### src/logic/iss_pkg.sv
// package for the image sensor sequencer configuration block
`default_nettype none
package iss_pkg;
   // register addresses (upload word bits 15:12)
   localparam logic [3:0] ADDR_TIMING   = 4'h0;
   localparam logic [3:0] ADDR_PIXELS   = 4'h1;
   localparam logic [3:0] ADDR_LINES    = 4'h2;
   localparam logic [3:0] ADDR_EXPOSURE = 4'h3;
   localparam logic [3:0] ADDR_COLSTART = 4'h4;
   localparam logic [3:0] ADDR_RDSTART  = 4'h5;
   localparam logic [3:0] ADDR_RSTSTART = 4'h6;
   localparam logic [3:0] ADDR_ARRAY    = 4'h7;
   localparam logic [3:0] ADDR_AMP      = 4'h8;
   localparam logic [3:0] ADDR_COARSE   = 4'h9;
   localparam logic [3:0] ADDR_FINE     = 4'ha;
   localparam logic [3:0] ADDR_CONV     = 4'hb;
   // upload word layout
   localparam int ADDR_MSB = 15;
   localparam int ADDR_LSB = 12;
   localparam int DATA_MSB = 11;
   // timing control field positions
   localparam int TC_ROLLING   = 0;
   localparam int TC_GRAN_SS   = 6;
   localparam int TC_KNEE      = 8;
   localparam int TC_KNEE_EN   = 10;
   localparam int TC_EXT_RESET = 11;
   // amplifier field positions
   localparam int AMP_UNITY   = 4;
   localparam int AMP_DUAL    = 5;
   localparam int AMP_STANDBY = 6;
   // converter field positions
   localparam int CONV_DRIVE  = 0;
   localparam int CONV_LINEAR = 1;
   localparam int CONV_INVERT = 2;
   // every register reads zero after power-on
   localparam logic [11:0] REG_RESET = 12'h000;
   // shutter granularity base: 32 system clocks
   localparam int GRAN_BASE_LOG2 = 5;
   // time-out pulse lasts one granulated period, or until a stop pulse
   localparam int TIMEOUT_TICKS = 1;

   typedef struct packed {
      logic [11:0] timing;
      logic [11:0] pixels;
      logic [11:0] lines;
      logic [11:0] exposure;
      logic [10:0] col_start;
      logic [10:0] rd_start;
      logic [10:0] rst_start;
      logic [7:0]  array_cfg;
      logic [6:0]  amp;
      logic [6:0]  coarse;
      logic [6:0]  fine;
      logic [2:0]  conv;
   } iss_regs_t;

   typedef enum logic [1:0] {
      LEVEL_LEFT,
      LEVEL_STEP1,
      LEVEL_STEP2,
      LEVEL_STEP3
   } iss_reset_level_t;

   typedef enum logic [1:0] {
      SS_IDLE,
      SS_COUNT,
      SS_TIMEOUT
   } iss_shutter_state_t;
endpackage
`default_nettype wire

### src/logic/iss_sequencer.sv
// image sensor readout sequencer: registers, counters, pointer syncs
//
// Overview of operation
// - knee enable moves reset to right side
// - knee code selects reset level in steps
// - external level bit disables internal generator
// - pixel valid from row clock to count
// - line counter per row clock, last-line flag held until next row clock
// - global shutter exposure count then time-out pulse
// - twelve-bit exposure, coarsest step 256 clocks
// - frame start loads read pointer in rolling
// - row clock advances pointers, loads reset pointer
// - exposure counter clears on read pointer sync
// - column start 640 pairs, even when subsampled
// - test bits tie even or odd columns
// - array bits select horizontal, vertical subsampling
// - gain effective only when unity clear
// - dual output and standby control
// - seven-bit coarse and fine black offsets
// - converter drive enable and linear curve
// - upload word: address 15:12, data 11:0
// - all registers zero after power-on
`default_nettype none
module iss_sequencer #(
   parameter int GRAN_MAX_LOG2 = 3
) (
   input  wire logic        core_clk_i,
   input  wire logic        resetn_i,
   input  wire logic [15:0] upload_word_i,
   input  wire logic        upload_strobe_i,
   input  wire logic        frame_start_i,
   input  wire logic        row_clock_i,
   input  wire logic        shutter_start_i,
   input  wire logic        shutter_stop_i,
   output logic             pixel_valid_o,
   output logic             last_line_o,
   output logic             time_out_o,
   output logic             read_pointer_load_o,
   output logic             reset_pointer_load_o,
   output logic [10:0]      read_row_o,
   output logic [10:0]      reset_row_o,
   output logic [9:0]       column_start_o,
   output logic             right_side_reset_o,
   output logic [1:0]       reset_level_sel_o,
   output logic             reset_gen_enable_o,
   output logic             external_reset_level_select_o,
   output logic             test_even_o,
   output logic             test_odd_o,
   output logic [2:0]       h_subsample_o,
   output logic [2:0]       v_subsample_o,
   output logic [3:0]       amp_gain_o,
   output logic             amp_unity_o,
   output logic             second_path_on_o,
   output logic             amp_powered_o,
   output logic [6:0]       coarse_offset_o,
   output logic [6:0]       fine_offset_o,
   output logic             converter_drive_on_o,
   output logic             converter_linear_o,
   output logic             converter_invert_o
);

   // ==========================================================
   // input synchronisers
   // ==========================================================
   logic [15:0] word_s1;
   logic [15:0] word_s2;
   logic [4:0]  pin_s1;
   logic [4:0]  pin_s2;
   logic [4:0]  pin_d;
   logic [4:0]  pin_rise;

   always_ff @(posedge core_clk_i or negedge resetn_i) begin
      if (!resetn_i) begin
         word_s1 <= 16'h0000;
         word_s2 <= 16'h0000;
         pin_s1  <= 5'h00;
         pin_s2  <= 5'h00;
         pin_d   <= 5'h00;
      end else begin
         word_s1 <= upload_word_i;
         word_s2 <= word_s1;
         pin_s1  <= {shutter_stop_i, shutter_start_i, row_clock_i,
                     frame_start_i, upload_strobe_i};
         pin_s2  <= pin_s1;
         pin_d   <= pin_s2;
      end
   end

   assign pin_rise = pin_s2 & ~pin_d;

   logic up_stb;
   logic frame_stb;
   logic row_stb;
   logic ss_start;
   logic ss_stop;
   assign up_stb    = pin_rise[0];
   assign frame_stb = pin_rise[1];
   assign row_stb   = pin_rise[2];
   assign ss_start  = pin_rise[3];
   assign ss_stop   = pin_rise[4];

   // ==========================================================
   // register upload
   // ==========================================================
   iss_pkg::iss_regs_t regs;
   logic [3:0]  up_addr;
   logic [11:0] up_data;
   assign up_addr = word_s2[iss_pkg::ADDR_MSB:iss_pkg::ADDR_LSB];
   assign up_data = word_s2[iss_pkg::DATA_MSB:0];

   always_ff @(posedge core_clk_i or negedge resetn_i) begin
      if (!resetn_i) begin
         regs <= '0;
      end else if (up_stb) begin
         if (up_addr == iss_pkg::ADDR_TIMING) begin
            regs.timing <= up_data;
         end else if (up_addr == iss_pkg::ADDR_PIXELS) begin
            regs.pixels <= up_data;
         end else if (up_addr == iss_pkg::ADDR_LINES) begin
            regs.lines <= up_data;
         end else if (up_addr == iss_pkg::ADDR_EXPOSURE) begin
            regs.exposure <= up_data;
         end else if (up_addr == iss_pkg::ADDR_COLSTART) begin
            regs.col_start <= up_data[10:0];
         end else if (up_addr == iss_pkg::ADDR_RDSTART) begin
            regs.rd_start <= up_data[10:0];
         end else if (up_addr == iss_pkg::ADDR_RSTSTART) begin
            regs.rst_start <= up_data[10:0];
         end else if (up_addr == iss_pkg::ADDR_ARRAY) begin
            regs.array_cfg <= up_data[7:0];
         end else if (up_addr == iss_pkg::ADDR_AMP) begin
            regs.amp <= up_data[6:0];
         end else if (up_addr == iss_pkg::ADDR_COARSE) begin
            regs.coarse <= up_data[6:0];
         end else if (up_addr == iss_pkg::ADDR_FINE) begin
            regs.fine <= up_data[6:0];
         end else if (up_addr == iss_pkg::ADDR_CONV) begin
            regs.conv <= up_data[2:0];
         end
      end
   end

   logic rolling;
   assign rolling = regs.timing[iss_pkg::TC_ROLLING];

   // ==========================================================
   // pixel counter and valid
   // ==========================================================
   logic [11:0] pix_cnt;

   always_ff @(posedge core_clk_i or negedge resetn_i) begin
      if (!resetn_i) begin
         pix_cnt       <= 12'h000;
         pixel_valid_o <= 1'b0;
      end else if (row_stb) begin
         pix_cnt       <= 12'h000;
         pixel_valid_o <= 1'b1;
      end else if (pixel_valid_o) begin
         if (pix_cnt == regs.pixels) begin
            pixel_valid_o <= 1'b0;
         end else begin
            pix_cnt <= pix_cnt + 12'h001;
         end
      end
   end

   // ==========================================================
   // line counter and last-line flag
   // ==========================================================
   logic [11:0] line_cnt;
   logic        frame_on;

   always_ff @(posedge core_clk_i or negedge resetn_i) begin
      if (!resetn_i) begin
         line_cnt    <= 12'h000;
         frame_on    <= 1'b0;
         last_line_o <= 1'b0;
      end else if (frame_stb) begin
         // preset so the first row after frame start counts zero
         line_cnt    <= 12'hfff;
         frame_on    <= 1'b1;
         last_line_o <= 1'b0;
      end else if (row_stb && frame_on) begin
         line_cnt    <= line_cnt + 12'h001;
         last_line_o <= (line_cnt + 12'h001) == regs.lines;
      end
   end

   // ==========================================================
   // global shutter exposure timer
   // ==========================================================
   logic [1:0]  gran_sel;
   logic [12:0] gran_cnt;
   logic [12:0] gran_top;
   logic        gran_tick;
   logic [11:0] exp_cnt;
   iss_pkg::iss_shutter_state_t ss_state;

   assign gran_sel = regs.timing[iss_pkg::TC_GRAN_SS +: 2];
   assign gran_top = 13'((1 << (iss_pkg::GRAN_BASE_LOG2
                     + int'(gran_sel))) - 1);
   assign gran_tick = (gran_cnt == gran_top);

   always_ff @(posedge core_clk_i or negedge resetn_i) begin
      if (!resetn_i) begin
         gran_cnt <= 13'h0000;
      end else if (ss_start || gran_tick) begin
         gran_cnt <= 13'h0000;
      end else begin
         gran_cnt <= gran_cnt + 13'h0001;
      end
   end

   always_ff @(posedge core_clk_i or negedge resetn_i) begin
      if (!resetn_i) begin
         ss_state   <= iss_pkg::SS_IDLE;
         exp_cnt    <= 12'h000;
         time_out_o <= 1'b0;
      end else begin
         case (ss_state)
            iss_pkg::SS_IDLE: begin
               time_out_o <= 1'b0;
               if (ss_start && !rolling) begin
                  exp_cnt  <= 12'h000;
                  ss_state <= iss_pkg::SS_COUNT;
               end
            end
            iss_pkg::SS_COUNT: begin
               if (ss_stop) begin
                  ss_state <= iss_pkg::SS_IDLE;
               end else if (gran_tick) begin
                  if (exp_cnt + 12'h001 == regs.exposure) begin
                     time_out_o <= 1'b1;
                     ss_state   <= iss_pkg::SS_TIMEOUT;
                  end
                  exp_cnt <= exp_cnt + 12'h001;
               end
            end
            iss_pkg::SS_TIMEOUT: begin
               if (gran_tick || ss_stop) begin
                  time_out_o <= 1'b0;
                  ss_state   <= iss_pkg::SS_IDLE;
               end
            end
            default: begin
               ss_state <= iss_pkg::SS_IDLE;
            end
         endcase
      end
   end

   // ==========================================================
   // rolling shutter row pointers
   // ==========================================================
   logic [11:0] roll_cnt;

   always_ff @(posedge core_clk_i or negedge resetn_i) begin
      if (!resetn_i) begin
         roll_cnt             <= 12'h000;
         read_row_o           <= 11'h000;
         reset_row_o          <= 11'h000;
         read_pointer_load_o  <= 1'b0;
         reset_pointer_load_o <= 1'b0;
      end else begin
         read_pointer_load_o  <= 1'b0;
         reset_pointer_load_o <= 1'b0;
         if (rolling && frame_stb) begin
            read_pointer_load_o <= 1'b1;
            read_row_o          <= regs.rd_start;
            roll_cnt            <= 12'h000;
         end else if (rolling && row_stb) begin
            read_row_o <= read_row_o + 11'h001;
            roll_cnt   <= roll_cnt + 12'h001;
            if (roll_cnt + 12'h001 == regs.exposure) begin
               reset_pointer_load_o <= 1'b1;
               reset_row_o          <= regs.rst_start;
            end else begin
               reset_row_o <= reset_row_o + 11'h001;
            end
         end else if (!rolling && frame_stb) begin
            read_row_o <= regs.rd_start;
         end
      end
   end

   // ==========================================================
   // static configuration outputs
   // ==========================================================
   logic [1:0] knee;
   logic       knee_en;
   assign knee    = regs.timing[iss_pkg::TC_KNEE +: 2];
   assign knee_en = regs.timing[iss_pkg::TC_KNEE_EN];

   always_ff @(posedge core_clk_i or negedge resetn_i) begin
      if (!resetn_i) begin
         column_start_o                <= 10'h000;
         right_side_reset_o            <= 1'b0;
         reset_level_sel_o             <= 2'h0;
         reset_gen_enable_o            <= 1'b0;
         external_reset_level_select_o <= 1'b0;
         test_even_o                   <= 1'b0;
         test_odd_o                    <= 1'b0;
         h_subsample_o                 <= 3'h0;
         v_subsample_o                 <= 3'h0;
         amp_gain_o                    <= 4'h0;
         amp_unity_o                   <= 1'b0;
         second_path_on_o              <= 1'b0;
         amp_powered_o                 <= 1'b0;
         coarse_offset_o               <= 7'h00;
         fine_offset_o                 <= 7'h00;
         converter_drive_on_o          <= 1'b0;
         converter_linear_o            <= 1'b0;
         converter_invert_o            <= 1'b0;
      end else begin
         // subsampled starts forced even, max 1022
         column_start_o <= regs.array_cfg[2] ?
                           {regs.col_start[9:1], 1'b0} :
                           regs.col_start[9:0];
         right_side_reset_o <= knee_en;
         reset_level_sel_o  <= knee_en ? knee :
                               2'(iss_pkg::LEVEL_LEFT);
         reset_gen_enable_o <= ~regs.timing[iss_pkg::TC_EXT_RESET];
         external_reset_level_select_o <=
            regs.timing[iss_pkg::TC_EXT_RESET];
         test_even_o   <= regs.array_cfg[0];
         test_odd_o    <= regs.array_cfg[1];
         h_subsample_o <= regs.array_cfg[4:2];
         v_subsample_o <= regs.array_cfg[7:5];
         amp_unity_o   <= regs.amp[iss_pkg::AMP_UNITY];
         amp_gain_o    <= regs.amp[iss_pkg::AMP_UNITY] ? 4'h0 :
                          regs.amp[3:0];
         amp_powered_o <= regs.amp[iss_pkg::AMP_STANDBY];
         second_path_on_o <= regs.amp[iss_pkg::AMP_STANDBY] &
                             regs.amp[iss_pkg::AMP_DUAL];
         coarse_offset_o <= regs.coarse;
         fine_offset_o   <= regs.fine;
         converter_drive_on_o <= regs.conv[iss_pkg::CONV_DRIVE];
         converter_linear_o   <= regs.conv[iss_pkg::CONV_LINEAR];
         converter_invert_o   <= regs.conv[iss_pkg::CONV_INVERT];
      end
   end
endmodule
`default_nettype wire

### config.mk
export PLATFORM = sky130hd
export DESIGN_NAME = iss_sequencer
export DESIGN_NICKNAME = d
export VERILOG_FILES = /design/src/logic/iss_pkg.sv /design/src/logic/iss_sequencer.sv
export SDC_FILE = /design/constraint.sdc
export NUM_CORES = 1
export LEC_CHECK = 0
export ABC_CLOCK_PERIOD_IN_PS = 4500
export BUFFER_PORTS_ARGS = -buffer_cell sky130_fd_sc_hd__buf_4
export CAP_MARGIN = 20
export CORE_ASPECT_RATIO = 0.8
export CORE_UTILIZATION = 29
export DETAILED_ROUTE_END_ITERATION = 10
export SYNTH_ARGS = -nofsm -noshare
export SYNTH_HDL_FRONTEND = slang
export SYNTH_SLANG_ARGS = --single-unit
### constraint.sdc
create_clock -name core_clk_i -period 4.5 [get_ports core_clk_i]
set_input_delay 0.225 -clock core_clk_i [delete_from_list [all_inputs] [get_ports core_clk_i]]
set_output_delay 0.225 -clock core_clk_i [all_outputs]
set_load 0.1 [all_outputs]
==> impl_metrics.py <==
metrics = {
    "sta": {
        "worstMarginPinSlew_ps": 815,
        "max_freq_ghz": 0.337,
        "fin_setup_tns_ps": 0,
        "setup_viol": 0,
        "finalMaxSlewViolations": 0,
        "fin_crit_sh_pct": 65.9,
        "hold_viol": 0,
        "rsz0062_at_grt": "no",
        "fin_crit_ps": 2970,
        "clock_skew_ps": 13.1,
        "maxSlewHeadroom_pct": 45.6,
    },
    "placement": {
        "dp_hpwl_um": 18700,
        "port-buffer-count": 96,
        "place.gp.congestion": 0.851,
    },
    "global_routing": {
        "grt_max_degree": 106,
        "grt_pass1_vias": 8054,
        "overflow": 0,
        "antenna_found_initial": 1,
        "grt_pass1_wl_um": 45800,
        "grt_use_total_pct": 13.7,
    },
    "layout": {
        "fill_cells": 3983,
        "drive_gt1_share_pct": 24.0,
        "area_delta_synth_final_pct": 20.7,
        "regArea_sq_um": 7310,
        "num-nets-final": 1144,
        "final_util_pct": 35.8,
        "n_antenna_cell": 0,
        "multi_input_area_sq_um": 4630,
    },
    "routing": {
        "vias": 7995,
        "drc": 0,
        "via_per_inst": 4.77,
        "ant_nets": 0,
        "routed_wl_um": 28500,
        "drt_pass1_iterations": 5,
        "drt_iter0_drc": 528,
        "routedWlPerCell_um": 17.0,
    },
    "synthesis": {
        "synth_area_per_cell_sq_um": 12.2,
        "synthFlopType": "dfrtp_1",
        "netlist_area_sq_um": 12200,
        "yosysTopAreaCell": "dfrtp_1",
        "synth_seq_cells": 292,
        "synth-edff-count": 0,
        "synth_top_area_share_pct": 60.0,
        "synthTopCellsByCount": "dfrtp_1 (292), mux2_2 (108), nand2_1 (79)",
        "synth_area_leaders": "dfrtp_1 (60%), mux2_2 (10%), xnor2_1 (4.6%), xor2_1 (2.6%), nand2_1 (2.4%)",
        "synthesis.nets": 1032,
        "yosys_warnings": 0,
        "ys_seq_area_share_pct": 60.0,
        "yosysMostFrequentCell": "dfrtp_1",
        "synthDistinctLibCells": 64,
        "async_reset_ff_share_pct": 100,
        "syn_inst": 1000,
    },
    "critical_path": {
        "worstPathArrival_ps": 3410,
        "slowest_delay_ps": 700,
        "critPathCaptureType": "flip-flop",
        "regToRegStartpoint": "roll_cnt[0]$_DFFE_PN0P_",
        "start_kind": "flip-flop",
        "crit_start": "roll_cnt[0]$_DFFE_PN0P_",
        "r2r_slack_ps": 1530,
        "reg2regPathDepth": 9,
        "slowest_stage": "nor4_4",
        "cp_max_fo": 12,
        "worstPathCellList": "ha_1 > nand3_2 > or3_4 > xnor2_1 > nand2_1 > nor4_4 > buf_4 > mux2i_1 > a22oi_1",
        "crit_required_ps": 4940,
        "critical_path_class": "reg2reg",
    },
    "run": {
        "cap_violations": 0,
    },
    "floorplan": {
        "die_w_um": 231,
        "die_area_sq_um": 42800,
        "start_util_pct": 29.7,
        "io_pins": 97,
        "rows": 66,
        "core_sq_um": 41000,
        "die-height_um": 185,
    },
    "clocking": {
        "cts_buffers": 29,
        "clock_sinks": 292,
        "path_clk_slew_ps": 70,
        "cts_buffer_depth": 3,
        "cts_resized": 0,
        "cts-htree-levels": 1,
        "cts_tree": "yes",
        "cts_root_buf": "clkbuf_16",
        "clk_latency_ps": 570,
    },
    "power_and_ir_drop": {
        "ir_worst_vdd_v": 0.000354,
        "power_density_nw_per_um2": 555,
        "p_leak_nw": 6.54,
    },
    "outcome": {
        "status": "complete, no violations",
    },
    "min_path": {
        "hp-class": "in2async",
    },
}
## worst max-delay path: cells and delay by family, from the launching register on
kind / cells / cell delay [ps]
xor+xnor: 1 / 160
fa+ha+maj: 1 / 290
buf+inv: 1 / 310
compound gates: 1 / 100
simple gates: 4 / 1320
mux: 1 / 210
flops: 1 / 440
## path summary, 6_finish.rpt
check / endpoint
min in group core_clk_i: word_s1[6]$_DFF_PN0_
worst min-delay path: word_s1[6]$_DFF_PN0_
worst max-delay path: reset_row_o[8]$_DFFE_PN0P_
worst max register to register: reset_row_o[8]$_DFFE_PN0P_
worst min register to register: word_s2[9]$_DFF_PN0_
max in group asynchronous: word_s2[13]$_DFF_PN0_
## logic make-up (layout without fill, tap and decap cells)
| group | count (synthesis) | after routing | synth area share [%] |
|---|---|---|---|
| simple gates | 301 | 301 | 12.7 |
| flops | 292 | 292 | 60.0 |
| compound gates | 122 | 122 | 6.27 |
| mux | 119 | 119 | 10.9 |
| xor+xnor | 100 | 100 | 7.20 |
| buf+inv | 57 | 190 | 1.97 |
| fa+ha+maj | 9 | 9 | 0.925 |
## where the power goes
| part | switching (mW) | internal, mW | total, mW |
|---|---|---|---|
| registers | 0.398 | 3.03 | 3.43 |
| clock network | 1.06 | 1.51 | 2.57 |
| logic | 1.47 | 0.683 | 2.15 |
## routing by layer
layer	vias to the layer above	track usage (%)	wire, um
met4	0	4.16	822
met1	4008	19.6	13600
met3	56	3.33	1910
met2	214	20.2	12100
li1	3717	-	-
met5	-	0	0
## sequential cells by signal, summed over array words and instances (netlist names), 3 cells and up
| name | flops |
|---|---|
| regs | 102 |
| word_s1 | 16 |
| word_s2 | 16 |
| gran_cnt | 13 |
| exp_cnt | 12 |
| line_cnt | 12 |
| pix_cnt | 12 |
| roll_cnt | 12 |
| read_row_o | 11 |
| reset_row_o | 11 |
| column_start_o | 10 |
| coarse_offset_o | 7 |
| fine_offset_o | 7 |
| pin_d | 5 |
| pin_s1 | 5 |
| pin_s2 | 5 |
| amp_gain_o | 4 |
| h_subsample_o | 3 |
| v_subsample_o | 3 |
## through the flow
| step | cell area, sq um | total power [mW] | hold WS (ps) | setup slack, ps | std cells |
|---|---|---|---|---|---|
| floorplan | 12200 | 5.05 | -70.6 | 1810 | 1000 |
| global placement | 13500 | 5.59 | 326 | 1630 | 1602 |
| detailed placement | 13500 | 5.62 | 332 | 1550 | 1603 |
| CTS | 14700 | 8.25 | 277 | 1520 | 1677 |
| global route | 14700 | 8.54 | 287 | 1290 | 1677 |
| finish | 14700 | 8.15 | 302 | 1530 | 1677 |
## timing repair
action,CTS,global route
hold buffers,22,0
endpoints found under the setup margin,0,0
setup buffers,0,0
endpoints found under the hold margin,123,0
## cell usage in the layout (no fill, tap or decap), types with 20 or more instances in the layout
cell           Yosys  routed
dlygate4sd3_1      0      22
o21ai_0           42      42
dfrtp_1          292     292
nand2_1           79      79
nor2_1            54      54
mux2_2           108     108
nand4_1           22      22
xnor2_1           64      64
buf_4              2     101
xor2_1            36      36
nand3_1           38      38
clkbuf_16          0      29
and3_1            20      20
## layout make-up
class / count / area share, %
Clock inverter: 15 / 1.34
Tap cell: 544 / 4.63
Sequential cell: 292 / 49.7
Timing Repair Buffer: 126 / 6.93
Inverter: 12 / 0.307
Clock buffer: 37 / 5.55
Multi-Input combinational cell: 651 / 31.5
Power figures use the tool's default switching activity.
